--- config.mk ---
export PLATFORM = sky130hd
export DESIGN_NAME = rcs_core
export DESIGN_NICKNAME = d
export VERILOG_FILES = /design/src/core/rcs_pkg.sv /design/src/core/rcs_core.sv
export SDC_FILE = /design/constraint.sdc
export NUM_CORES = 1
export LEC_CHECK = 0
export BUFFER_PORTS_ARGS = -buffer_cell sky130_fd_sc_hd__buf_2
export CORE_MARGIN = 2
export CORE_UTILIZATION = 55
export DETAILED_ROUTE_END_ITERATION = 6
export PLACE_DENSITY = 0.78
export SLEW_MARGIN = 20
export SYNTH_ARGS = -nofsm -noshare
export SYNTH_HDL_FRONTEND = slang
export SYNTH_SLANG_ARGS = --single-unit
export TNS_END_PERCENT = 30
--- constraint.sdc ---
create_clock -name clk_i -period 2.6 [get_ports clk_i]
set_input_delay 0 -clock clk_i [delete_from_list [all_inputs] [get_ports clk_i]]
set_output_delay 0 -clock clk_i [all_outputs]
set_load 0.005 [all_outputs]
--- src/core/rcs_pkg.sv ---
// Constants, register map and carrier types of the reset and clock-source block.
// Assumes a single 50 MHz system clock and a plain strobe register port.
package rcs_pkg;

  // ==========================================================================
  // Clock and timing
  localparam int unsigned CLK_PERIOD_NS = 20;
  localparam int unsigned OSC_PERIOD_NS = 80;
  localparam int unsigned OSC_DIV = (OSC_PERIOD_NS + CLK_PERIOD_NS - 1) / CLK_PERIOD_NS;
  localparam int unsigned SYNC_STAGES = 3;

  // ==========================================================================
  // Register offsets (byte addresses)
  localparam int unsigned ADDR_W = 4;
  localparam logic [3:0] REG_CTRL = 4'h0;
  localparam logic [3:0] REG_STEP_PERIOD = 4'h4;
  localparam logic [3:0] REG_STATUS = 4'h8;
  localparam logic [3:0] REG_VEL_THRESH = 4'hC;

  // ==========================================================================
  // Control register fields and defaults
  localparam int unsigned CTRL_OFF_TIME_SETTING_LSB = 0;
  localparam int unsigned CTRL_PWMF_LSB = 4;
  localparam int unsigned CTRL_S2G_EN_BIT = 8;
  localparam logic [3:0] OFF_TIME_SETTING_RST = 4'h3;
  localparam logic [1:0] PWMF_RST = 2'h1;
  localparam logic S2G_EN_RST = 1'b1;
  localparam logic [19:0] VEL_THRESH_RST = 20'h00000;

  // ==========================================================================
  // Status register fields
  localparam int unsigned ST_EXT_CLK_BIT = 0;
  localparam int unsigned ST_QUIET_BIT = 1;
  localparam int unsigned ST_INTERP_BIT = 2;
  localparam int unsigned ST_UV_SEEN_BIT = 3;
  localparam int unsigned ST_SHORT_BIT = 4;
  localparam int unsigned ST_MRES_LSB = 8;

  // ==========================================================================
  // Step period measurement and microstep codes
  localparam int unsigned STEP_W = 20;
  localparam logic [19:0] STEP_PERIOD_MAX = 20'hFFFFF;
  localparam logic [3:0] MRES_16 = 4'h4;

  typedef enum logic [0:0] {
    RCS_MODE_CYCLE = 1'b0,
    RCS_MODE_QUIET = 1'b1
  } rcs_chop_mode_t;

  // A three-level configuration pin as seen by the pad: floating or driven level.
  typedef struct packed {
    logic open;
    logic high;
  } rcs_cfg_pin_t;

  // Undervoltage comparator flags of the monitored supplies.
  typedef struct packed {
    logic analog_supply;
    logic regulator_output;
    logic io_supply;
  } rcs_uv_t;

endpackage : rcs_pkg
--- src/core/rcs_core.sv ---
// Reset, clock-source selection, step period measurement and timebase of a
// stepper driver. Assumes the power-on reset arrives on sys_rst_i and that
// all pin-level inputs are asynchronous to clk_i.
//
// Notes on behaviour
// - Power-on reset loads every register default.
// - Monitored supply undervoltage restores all defaults; here uv_seen_q is set, not cleared.
// - Clock pin grounded: run from internal oscillator.
// - Step period counts clock cycles between steps.
// - External clock taken after first high level.
// - Chopper stops with clock; short detection continues.
// - All timing derives from the selected clock.
// - Open pins quiet interpolated; high pins cycle-based.
//
// Decided for this implementation: the placing of the registers and strobed register access.
`timescale 1ns/1ps
`default_nettype none

module rcs_core
  import rcs_pkg::*;
#(
  parameter int unsigned OSC_DIVIDE = OSC_DIV
) (
  input wire logic clk_i,
  input wire logic sys_rst_i,
  input wire logic [ADDR_W-1:0] addr_i,
  input wire logic [31:0] wdata_i,
  input wire logic wr_i,
  input wire logic rd_i,
  output logic [31:0] rdata_o,
  input wire rcs_uv_t uv_i,
  input wire logic clk_pin_i,
  input wire logic step_i,
  input wire logic short_detect_i,
  input wire rcs_cfg_pin_t microstep_select_a_i,
  input wire rcs_cfg_pin_t microstep_select_b_i,
  output logic timebase_tick_o,
  output logic chopper_o,
  output logic driver_en_o,
  output logic short_fault_o,
  output logic quiet_mode_o,
  output logic interp_o,
  output logic above_vel_thresh_o
);

  // ==========================================================================
  // Pin synchronisers
  localparam int unsigned NPIN = 10;
  logic [NPIN-1:0] pin_raw;
  logic [NPIN-1:0] s1_q, s2_q, s3_q, pin_q;
  assign pin_raw = {microstep_select_b_i, microstep_select_a_i, short_detect_i, step_i,
                    clk_pin_i, uv_i};

  // A pin change is accepted only once the last two stages agree, which filters glitches.
  always_ff @(posedge clk_i) begin
    s1_q <= pin_raw;
    s2_q <= s1_q;
    s3_q <= s2_q;
  end

  always_ff @(posedge clk_i) begin
    if (sys_rst_i) begin
      pin_q <= '0;
    end else begin
      for (int i = 0; i < NPIN; i++) begin
        if (s2_q[i] == s3_q[i]) begin
          pin_q[i] <= s3_q[i];
        end
      end
    end
  end

  logic uv_any, clk_pin_s, step_s, short_s;
  rcs_cfg_pin_t ms_a_s, ms_b_s;
  assign uv_any = |pin_q[2:0];
  assign clk_pin_s = pin_q[3];
  assign step_s = pin_q[4];
  assign short_s = pin_q[5];
  assign ms_a_s = pin_q[7:6];
  assign ms_b_s = pin_q[9:8];

  // ==========================================================================
  // Reset: power-on or monitored undervoltage; the core supply has no monitor.
  logic regs_rst;
  assign regs_rst = sys_rst_i | uv_any;

  // ==========================================================================
  // Clock source selection and timebase
  logic ext_sel_q, clk_pin_d1_q, tick_q;
  logic [7:0] osc_cnt_q;

  always_ff @(posedge clk_i) begin
    if (regs_rst) begin
      ext_sel_q <= 1'b0;
    end else if (clk_pin_s) begin
      ext_sel_q <= 1'b1;
    end
  end

  always_ff @(posedge clk_i) begin
    if (regs_rst) begin
      clk_pin_d1_q <= 1'b0;
      osc_cnt_q <= 8'h00;
      tick_q <= 1'b0;
    end else begin
      clk_pin_d1_q <= clk_pin_s;
      if (osc_cnt_q == 8'(OSC_DIVIDE - 1)) begin
        osc_cnt_q <= 8'h00;
      end else begin
        osc_cnt_q <= osc_cnt_q + 8'h01;
      end
      // A stopped external clock yields no ticks, so every timed function halts.
      if (ext_sel_q) begin
        tick_q <= clk_pin_s & ~clk_pin_d1_q;
      end else begin
        tick_q <= (osc_cnt_q == 8'(OSC_DIVIDE - 1));
      end
    end
  end

  // ==========================================================================
  // Registers
  logic [3:0] off_time_setting_q;
  logic [1:0] pwmf_q;
  logic s2g_en_q, uv_seen_q;
  logic [19:0] vel_thresh_q;

  always_ff @(posedge clk_i) begin
    if (regs_rst) begin
      off_time_setting_q <= OFF_TIME_SETTING_RST;
      pwmf_q <= PWMF_RST;
      s2g_en_q <= S2G_EN_RST;
      vel_thresh_q <= VEL_THRESH_RST;
    end else if (wr_i && addr_i == REG_CTRL) begin
      off_time_setting_q <= wdata_i[CTRL_OFF_TIME_SETTING_LSB +: 4];
      pwmf_q <= wdata_i[CTRL_PWMF_LSB +: 2];
      s2g_en_q <= wdata_i[CTRL_S2G_EN_BIT];
    end else if (wr_i && addr_i == REG_VEL_THRESH) begin
      vel_thresh_q <= wdata_i[STEP_W-1:0];
    end
  end

  // Survives undervoltage so software can tell that its settings were lost.
  always_ff @(posedge clk_i) begin
    if (sys_rst_i) begin
      uv_seen_q <= 1'b0;
    end else if (uv_any) begin
      uv_seen_q <= 1'b1;
    end else if (wr_i && addr_i == REG_STATUS && wdata_i[ST_UV_SEEN_BIT]) begin
      uv_seen_q <= 1'b0;
    end
  end

  // ==========================================================================
  // Step period measurement in timebase cycles
  logic step_d1_q, step_edge;
  logic [19:0] step_cnt_q, step_period_q;
  assign step_edge = step_s & ~step_d1_q;

  always_ff @(posedge clk_i) begin
    if (regs_rst) begin
      step_d1_q <= 1'b0;
      step_cnt_q <= 20'h00000;
      step_period_q <= STEP_PERIOD_MAX;
    end else begin
      step_d1_q <= step_s;
      if (step_edge) begin
        step_period_q <= step_cnt_q;
        step_cnt_q <= {19'h00000, tick_q};
      end else if (tick_q && step_cnt_q != STEP_PERIOD_MAX) begin
        step_cnt_q <= step_cnt_q + 20'h00001;
      end else if (step_cnt_q == STEP_PERIOD_MAX) begin
        step_period_q <= STEP_PERIOD_MAX;
      end
    end
  end

  // ==========================================================================
  // Microstep pin decode and chopper
  rcs_chop_mode_t mode;
  logic interp;
  always_comb begin
    mode = RCS_MODE_CYCLE;
    interp = 1'b0;
    if (ms_a_s.open && ms_b_s.open) begin
      mode = RCS_MODE_QUIET;
      interp = 1'b1;
    end
  end

  logic [9:0] chop_half, chop_cnt_q;
  assign chop_half = (mode == RCS_MODE_QUIET) ? {1'b1, pwmf_q, 7'h00} : {1'b0, off_time_setting_q, 5'h00};

  logic short_q;
  always_ff @(posedge clk_i) begin
    if (regs_rst) begin
      chop_cnt_q <= 10'h000;
      chopper_o <= 1'b0;
      driver_en_o <= 1'b0;
      short_q <= 1'b0;
    end else begin
      // Short detection runs on clk_i, independent of the motor timebase.
      if (s2g_en_q && short_s) begin
        short_q <= 1'b1;
      end
      driver_en_o <= (off_time_setting_q != 4'h0) && !short_q;
      if (off_time_setting_q == 4'h0 || short_q) begin
        chop_cnt_q <= 10'h000;
        chopper_o <= 1'b0;
      end else if (tick_q) begin
        if (chop_cnt_q >= chop_half - 10'h001) begin
          chop_cnt_q <= 10'h000;
          chopper_o <= ~chopper_o;
        end else begin
          chop_cnt_q <= chop_cnt_q + 10'h001;
        end
      end
    end
  end

  // ==========================================================================
  // Registered outputs and read port
  always_ff @(posedge clk_i) begin
    if (regs_rst) begin
      timebase_tick_o <= 1'b0;
      short_fault_o <= 1'b0;
      quiet_mode_o <= 1'b0;
      interp_o <= 1'b0;
      above_vel_thresh_o <= 1'b0;
    end else begin
      timebase_tick_o <= tick_q;
      short_fault_o <= short_q;
      quiet_mode_o <= (mode == RCS_MODE_QUIET);
      interp_o <= interp;
      above_vel_thresh_o <= step_period_q < vel_thresh_q;
    end
  end

  always_ff @(posedge clk_i) begin
    if (sys_rst_i || !rd_i) begin
      rdata_o <= 32'h0000_0000;
    end else begin
      unique case (addr_i)
        REG_CTRL: rdata_o <= {23'h000000, s2g_en_q, 2'h0, pwmf_q, off_time_setting_q};
        REG_STEP_PERIOD: rdata_o <= {12'h000, step_period_q};
        REG_STATUS: rdata_o <= {20'h00000, MRES_16, 3'h0, short_q, uv_seen_q, interp,
                                 mode == RCS_MODE_QUIET, ext_sel_q};
        REG_VEL_THRESH: rdata_o <= {12'h000, vel_thresh_q};
        default: rdata_o <= 32'h0000_0000;
      endcase
    end
  end
endmodule // rcs_core

`default_nettype wire

==> results of run 1 <==
-- final timing paths --
| path | to | from |
|---|---|---|
| worst max-delay path | chop_cnt_q[5] | pin_q[9] |
| worst min-delay path | rdata_o[8] | addr_i[2] |
| worst max register to register | chop_cnt_q[5] | pin_q[9] |
| worst min register to register | s2_q[2] | s1_q[2] |
-- power by group --
group | internal (W) | switching (W) | total, W | leakage, nW
logic | 0.000131 | 0.000174 | 0.000305 | 1.46
clock network | 0.00163 | 0.00103 | 0.00266 | 0.317
registers | 0.00234 | 0.0000477 | 0.00239 | 1.21
-- cells by family after synthesis --
| family | Yosys count | synth area share (%) |
|---|---|---|
| compound gates | 166 | 16.7 |
| xor+xnor | 17 | 2.34 |
| fa+ha+maj | 28 | 5.50 |
| buf+inv | 72 | 5.58 |
| flops | 149 | 46.8 |
| mux | 12 | 1.89 |
| other cells | 1 | 0.0589 |
| simple gates | 273 | 21.1 |
-- state kept, by name, indices dropped and copies added, names as in the netlist, 10 cells and up --
name           cells
step_cnt_q        20
chop_cnt_q        10
rdata_o           20
step_period_q     20
vel_thresh_q      20
-- layout by cell type, fill, tap and decap left out, drive strengths merged, types with 17 or more instances in the layout --
master | Yosys | final
o21ai | 39 | 39
nor2 | 75 | 75
clkbuf | 19 | 17
a21oi | 54 | 54
inv | 27 | 33
nand2 | 100 | 100
dlygate4sd3 | 0 | 30
dfxtp | 149 | 149
nand3 | 23 | 23
ha | 28 | 28
buf | 26 | 75
a211oi | 26 | 26
-- area by class of cell --
type,instances,area (um2),area share (%)
Multi-Input combinational cell,508,3090,40.1
Clock buffer,17,425,5.52
Clock inverter,15,218,2.83
Tap cell,143,179,2.32
Timing Repair Buffer,105,708,9.19
Sequential cell,149,2980,38.7
Inverter,27,101,1.32
-- metrics by stage --
step / setup WS, ps / util (%) / hold slack (ps) / cell area [um2]
2_1_floorplan: 499 / - / 27.7 / 6410
3_3_place_gp: 480 / 59.5 / 102 / 6760
3_5_place_dp: 401 / 59.5 / 104 / 6760
4_1_cts: 358 / 67.8 / 20.7 / 7700
5_1_grt: 165 / 67.8 / 59.6 / 7700
6_report: 384 / 67.8 / 38.1 / 7700
-- critical path, delay by kind of cell (launching register included) --
family | cells | cell delay, ps
and+or+nand+nor | 4 | 530
adders and majority gates | 2 | 530
DFF | 1 | 410
AOI/OAI and AO/OA | 2 | 590
-- metal layers --
layer	global-route usage (%)	up-vias	part of all wire (%)
met1	29.1	2554	42
met4	12.3	0	2.8
met3	6.91	31	5.9
met5	0	-	0
met2	42.3	202	50
li1	-	2708	-
==> summary.txt, run 1 <==
Clocking
  – Total clock buffers created by CTS: 17
  – Master cell of the clock root buffer: sky130_fd_sc_hd__clkbuf_16
  – Total of hold buffers inserted after clock tree synthesis: 30
  – Number of H-tree branching levels: 4
  – # Post-CTS Setup Buffers: 0
  – Clock latency of the later-clocked register in the worst-skew pair: 430 ps
  – Maximum clock insertion buffer count: 2
  – Clock slew at reported path FFs: 70 ps
  – Cts repair resizes: 0
  – Clock net sink count: 149
  – TritonCTS clock tree: built

Cells and area
  – Count of nets after finishing: 886
  – Post-layout instance count excluding filler cells: 964
  – Synthesis-to-finish area growth: 20.9%
  – Ant. Diodes: 0
  – Number of inserted filler cells in the final layout: 861
  – Ratio of cells with drive above 1 in the final layout: 15.0%

Timing
  – Post-route clock period utilization: 85.2%
  – Finish-stage setup viols: 0
  – Crit path time final: 2220 ps
  – Max frequency: 451 MHz
  – Post-route setup TNS: 0 ps
  – Skew final: 7.53 ps
  – Number of hold violations in the final report: 0
  – Measured slew at the worst slew-check pin: 796 ps
  – Unrepaired setup endpoints after global routing: false
  – Number of max-slew violations in the final report: 0
  – Headroom to the max-slew limit: 46.8%

Min path
  – Worst min-delay path class: in -> reg
  – Depth of the worst hold-timing path: 4

Global routing
  – Total Routing Usage GR: 24.9%
  – Global-route wire length before repair: 25100 um
  – Maximum number of pins on one net before global-route repair: 31
  – Antenna violations before repair: 0
  – Overall overflow remaining after global route: 0
  – Via count of the first global-routing pass: 5373

Die
  – Number of top-level pins: 89
  – Floorplan Core Area: 11400 um2
  – Row Count: 39
  – Chip Width: 112 um
  – Die height: 112 um
  – Initial cell density of the core: 56.0%
  – Area of the die: 12500 um2

Place
  – Final weighted congestion of routability-driven global placement: 0.873
  – # port buffers: 62
  – Final HPWL DP: 10400 um
  – Total instance count after detailed placement: 902

Critical path
  – R2R Setup Slk: 380 ps
  – Crit path required time: 2900 ps
  – Setup Crit Path Kind: reg -> reg
  – Crit path max-delay cell type: sky130_fd_sc_hd__dfxtp_1
  – Worst-path cell chain: nand2_1 -> nand2_1 -> ha_1 -> ha_1 -> nand4_1 -> o21a_1 -> o221ai_2 -> nor2_1
  – Largest stage delay on the critical path: 410 ps
  – Nature of the critical path endpoint: flip-flop
  – Critical Path Start Type: flip-flop
  – Crit Path Max Fanout: 10
  – Worst reg2reg path depth: 8
  – CP arrival: 2520 ps

Logic synthesis
  – Ys async rst share: 0%
  – Cell count after synthesis: 718
  – Synth cell count leaders: sky130_fd_sc_hd__dfxtp_1 (149), sky130_fd_sc_hd__nand2_1 (100), sky130_fd_sc_hd__nor2_1 (73), sky130_fd_sc_hd__a21oi_1 (51), sky130_fd_sc_hd__ha_1 (28)
  – Avg Cell Area, Syn: 8.87 um2
  – Most area-consuming cells after synthesis: sky130_fd_sc_hd__dfxtp_1 (47%), sky130_fd_sc_hd__nand2_1 (5.9%), sky130_fd_sc_hd__ha_1 (5.5%), sky130_fd_sc_hd__nor2_1 (4.3%), sky130_fd_sc_hd__a21oi_1 (4.0%)
  – Portion of the post-synthesis area used by sequential elements: 46.8%
  – Largest area contributor in the netlist: sky130_fd_sc_hd__dfxtp_1
  – Register bit count reported by yosys: 149
  – Leading cell type by number of instances after synthesis: sky130_fd_sc_hd__dfxtp_1
  – Count of synthesis-stage warnings from yosys: 0
  – Post-synthesis cell area: 6370 um2
  – Share of Yosys cell area claimed by the top area cell type: 46.8%
  – Number of distinct standard cells referenced by the synthesized netlist: 63
  – Number of synthesized flops with an enable pin: 0
  – Ys flop type: sky130_fd_sc_hd__dfxtp_1

Power
  – Worst voltage drop across the vdd grid: 708 uV
  – Leakage power figure: 2.99 nW
  – Post-layout total power: 0.00536 W
  – Power density normalized to cell area: 695 nW/um2

Drt
  – Initial drt markers: 473
  – DRC violation count after routing: 0
  – Detailed-route via count: 5495
  – Post-detailed-route wirelength per cell: 15.5 um
  – Final Routed Wirelength: 15000 um
  – Number of search-and-repair iterations in the first detailed-routing pass: 6
  – Antenna-violating nets left: 0
  – Ratio of routed vias to standard cells: 5.70

Outcome
  – Status: complete, no violations

Flow run
  – Max-Cap Viols: 0
No activity file was read; power rests on OpenSTA's default activity.
==> run 2, diff against run 1 <==
- ABC_AREA: default -> 1
- CORE_UTILIZATION: 55 -> 44
- PLACE_DENSITY: 0.78 -> 0.65
==> run 2 against run 1 <==
Net effect: clock power fell by 5%; register-to-register slack got worse by 130 ps; clock skew fell by 0.80 ps; worst hold slack got worse by 1.7 ps; flip-flop and latch count did not move; design area barely moved; count of clock-buffer cells in the layout rose by 5; critical path depth rose by 6; setup slack got worse by 130 ps; non-clock buffer count rose by 2; routed wire length fell by 7.0%.
==> summary.txt, run 2 <==
Drt
  – Post-detailed-route wirelength per cell: 13.0 um (was 15.5 um)
  – Number of search-and-repair iterations in the first detailed-routing pass: 5 (was 6)
  – Initial drt markers: 368 (was 473)
  – DRC violation count after routing: 0 (unchanged)
  – Ratio of routed vias to standard cells: 4.86 (was 5.70)
  – Antenna-violating nets left: 0 (unchanged)
  – Final Routed Wirelength: 13900 um (was 15000 um)
  – Detailed-route via count: 5215 (was 5495)

Timing
  – Crit path time final: 2350 ps (was 2220 ps)
  – Unrepaired setup endpoints after global routing: false (unchanged)
  – Number of max-slew violations in the final report: 0 (unchanged)
  – Number of hold violations in the final report: 0 (unchanged)
  – Skew final: 6.73 ps (was 7.53 ps)
  – Finish-stage setup viols: 0 (unchanged)
  – Headroom to the max-slew limit: 60.3% (was 46.8%)
  – Hold Slack: 36.4 ps (was 38.1 ps)
  – Post-route clock period utilization: 90.4% (was 85.2%)
  – Max frequency: 425 MHz (was 451 MHz)
  – Post-route setup TNS: 0 ps (unchanged)
  – Measured slew at the worst slew-check pin: 595 ps (was 796 ps)

Critical path
  – Worst-path cell chain: nand2_2 -> inv_1 -> nor2_1 -> inv_1 -> ha_1 -> nand3b_1 -> xor2_1 -> ha_1 -> a21oi_1 -> o21a_1 -> nand2_1 -> nand2_1 -> nand2_2 -> a21oi_1 (was nand2_1 -> nand2_1 -> ha_1 -> ha_1 -> nand4_1 -> o21a_1 -> o221ai_2 -> nor2_1)
  – Nature of the critical path endpoint: flip-flop (unchanged)
  – Largest stage delay on the critical path: 330 ps (was 410 ps)
  – Crit path max-delay cell type: sky130_fd_sc_hd__dfxtp_1 (unchanged)
  – Critical Path Start Type: flip-flop (unchanged)
  – Setup Crit Path Kind: reg -> reg (unchanged)
  – CP arrival: 2700 ps (was 2520 ps)
  – Crit path required time: 2950 ps (was 2900 ps)
  – Crit Path Max Fanout: 9 (was 10)

Logic synthesis
  – Number of synthesized flops with an enable pin: 0 (unchanged)
  – Ys async rst share: 0% (unchanged)
  – Number of distinct standard cells referenced by the synthesized netlist: 40 (was 63)
  – Avg Cell Area, Syn: 8.07 um2 (was 8.87 um2)
  – Most area-consuming cells after synthesis: sky130_fd_sc_hd__dfxtp_1 (47%), sky130_fd_sc_hd__nand2_1 (9.2%), sky130_fd_sc_hd__a21oi_1 (5.6%), sky130_fd_sc_hd__ha_1 (5.6%), sky130_fd_sc_hd__nor2_1 (5.3%) (was sky130_fd_sc_hd__dfxtp_1 (47%), sky130_fd_sc_hd__nand2_1 (5.9%), sky130_fd_sc_hd__ha_1 (5.5%), sky130_fd_sc_hd__nor2_1 (4.3%), sky130_fd_sc_hd__a21oi_1 (4.0%))
  – Ys flop type: sky130_fd_sc_hd__dfxtp_1 (unchanged)
  – Cell count after synthesis: 778 (was 718)
  – Share of Yosys cell area claimed by the top area cell type: 47.5% (was 46.8%)
  – Largest area contributor in the netlist: sky130_fd_sc_hd__dfxtp_1 (unchanged)
  – Count of synthesis-stage warnings from yosys: 0 (unchanged)
  – Post-synthesis cell area: 6280 um2 (was 6370 um2)
  – Leading cell type by number of instances after synthesis: sky130_fd_sc_hd__nand2_1 (was sky130_fd_sc_hd__dfxtp_1)
  – Register bit count reported by yosys: 149 (unchanged)
  – Portion of the post-synthesis area used by sequential elements: 47.5% (was 46.8%)
  – Synth cell count leaders: sky130_fd_sc_hd__nand2_1 (154), sky130_fd_sc_hd__dfxtp_1 (149), sky130_fd_sc_hd__nor2_1 (88), sky130_fd_sc_hd__a21oi_1 (70), sky130_fd_sc_hd__inv_1 (68) (was sky130_fd_sc_hd__dfxtp_1 (149), sky130_fd_sc_hd__nand2_1 (100), sky130_fd_sc_hd__nor2_1 (73), sky130_fd_sc_hd__a21oi_1 (51), sky130_fd_sc_hd__ha_1 (28))

Clocking
  – Clock latency of the later-clocked register in the worst-skew pair: 420 ps (was 430 ps)
  – Master cell of the clock root buffer: sky130_fd_sc_hd__clkbuf_16 (unchanged)
  – TritonCTS clock tree: built (unchanged)
  – Number of H-tree branching levels: 4 (unchanged)
  – Maximum clock insertion buffer count: 2 (unchanged)
  – Total clock buffers created by CTS: 17 (unchanged)
  – Clock net sink count: 149 (unchanged)
  – Clock slew at reported path FFs: 60 ps (was 70 ps)

Die
  – Row Count: 43 (was 39)
  – Die height: 123 um (was 112 um)
  – Number of top-level pins: 89 (unchanged)
  – Area of the die: 15200 um2 (was 12500 um2)
  – Chip Width: 123 um (was 112 um)
  – Floorplan Core Area: 13900 um2 (was 11400 um2)
  – Initial cell density of the core: 45.1% (was 56.0%)

Global routing
  – Total Routing Usage GR: 19.6% (was 24.9%)
  – Via count of the first global-routing pass: 4867 (was 5373)
  – Maximum number of pins on one net before global-route repair: 37 (was 31)
  – Antenna violations before repair: 0 (unchanged)
  – Overall overflow remaining after global route: 0 (unchanged)
  – Global-route wire length before repair: 23200 um (was 25100 um)

Place
  – Final HPWL DP: 9660 um (was 10400 um)
  – Placed standard-cell area: 6730 um2 (was 6760 um2)
  – # port buffers: 62 (unchanged)
  – Final weighted congestion of routability-driven global placement: 0.835 (was 0.873)

Power
  – Combinational cell fraction of total power: 6.0% (was 5.7%)
  – Leakage power figure: 3.11 nW (was 2.99 nW)
  – Post-layout total power: 0.00524 W (was 0.00536 W)
  – Fraction of power spent switching nets: 22.2% (was 23.4%)
  – Worst voltage drop across the vdd grid: 437 uV (was 708 uV)
  – Power density normalized to cell area: 679 nW/um2 (was 695 nW/um2)
  – Net switching power: 0.00116 W (was 0.00125 W)
  – Fraction of power consumed by sequential logic: 45.4% (was 44.6%)
  – Clk pwr share: 48.6% (was 49.7%)
  – Internal Pwr Total: 0.00407 W (was 0.00411 W)

Flow run
  – Max-Cap Viols: 0 (unchanged)

Outcome
  – Status: complete, no violations (unchanged)

Min path
  – Worst min-delay path class: in -> reg (unchanged)

Cells and area
  – Synthesis-to-finish area growth: 22.7% (was 20.9%)
  – Number of inserted filler cells in the final layout: 1245 (was 861)
  – Most common cell after layout, fill and taps aside: sky130_fd_sc_hd__nand2_1 (was sky130_fd_sc_hd__dfxtp_1)
  – Count of nets after finishing: 959 (was 886)
  – Commonest non-fill, non-tap cells in the layout: sky130_fd_sc_hd__nand2_1 (152), sky130_fd_sc_hd__dfxtp_1 (149), sky130_fd_sc_hd__nor2_1 (88), sky130_fd_sc_hd__a21oi_1 (70), sky130_fd_sc_hd__inv_1 (68) (was sky130_fd_sc_hd__dfxtp_1 (149), sky130_fd_sc_hd__nand2_1 (100), sky130_fd_sc_hd__nor2_1 (73), sky130_fd_sc_hd__buf_2 (62), sky130_fd_sc_hd__a21oi_1 (51))
  – Ratio of cells with drive above 1 in the final layout: 15.7% (was 15.0%)
  – Ant. Diodes: 0 (unchanged)
  – Post-route cell area: 7710 um2 (was 7700 um2)
-- run 2: changes by cell type after synthesis, sizes merged, moves of 8 or more --
cell,previous run,this run
and4,9,0
o22ai,1,25
a22oi,12,0
and3,8,0
inv,27,71
a211oi,26,5
nor2,75,94
nand4,13,4
a21oi,54,80
nand2,100,166
mux2i,12,1
-- run 2: worst paths after layout --
kind                                start            end  slack (ps)  cells after the start
worst max-delay path             pin_q[7]  chop_cnt_q[0]         250                     14
worst min-delay path            addr_i[2]     rdata_o[8]          40                      6
worst max register to register   pin_q[7]  chop_cnt_q[0]         250                     14
worst min register to register    s1_q[3]        s2_q[3]         330                      0
-- run 2: kinds of logic after synthesis --
logic type | synth area share (%)
other | 0.0597
multiplexers | 0.159
XOR/XNOR | 3.76
AO/OA/AOI/OAI | 14.3
buffers and inverters | 7.87
AND/OR/NAND/NOR | 20.8
adder cells (fa/ha/maj) | 5.58
flip-flops | 47.5
-- run 2: critical path: cells and delay by family, from the launching register on --
kind	cells	cell delay (ps)
fa+ha+maj	2	470
simple gates	6	720
xor+xnor	1	160
compound gates	3	430
buf+inv	2	160
flops	1	330
-- run 2: power by group through the flow --
stage	Sequential (W)	Clock, W	Combinational (W)
floorplan	0.00242	0	0.000190
global placement	0.00243	0	0.000268
detailed placement	0.00243	0	0.000270
CTS	0.00238	0.00258	0.000313
global route	0.00238	0.00269	0.000359
finish	0.00238	0.00254	0.000314
-- run 2: area by class of cell --
class	instances	area, um2	share of cell area [%]
Tap cell	180	225	2.92
Timing Repair Buffer	107	751	9.74
Multi-Input combinational cell	532	2850	37.0
Clock inverter	10	145	1.88
Sequential cell	149	2980	38.7
Inverter	74	280	3.64
Clock buffer	22	474	6.15
-- run 2: per-stage QoR --
step	cells	worst slack (ps)	util, %
CTS	1074	105	55.3
finish	1074	250	55.3
floorplan	789	459	-
detailed placement	1006	126	48.3
global route	1074	7.04	55.3
global placement	1006	191	48.3
-- run 2: per-layer routing --
metal | share of wire (%) | GRT usage [%] | wire length (um) | up-vias
li1 | - | - | - | 2739
met1 | 49 | 27.0 | 6840 | 2347
met2 | 45 | 29.7 | 6220 | 118
met3 | 4.9 | 5.12 | 689 | 11
met4 | 1.2 | 6.25 | 172 | 0
met5 | 0 | 0 | 0 | -
-- run 2: timing repair --
item	4_1_cts	5_1_grt
setup endpoints to repair	0	9
hold buffers	36	0
hold endpoints to repair	37	0
buffers inserted	0	0
resized for setup	0	2
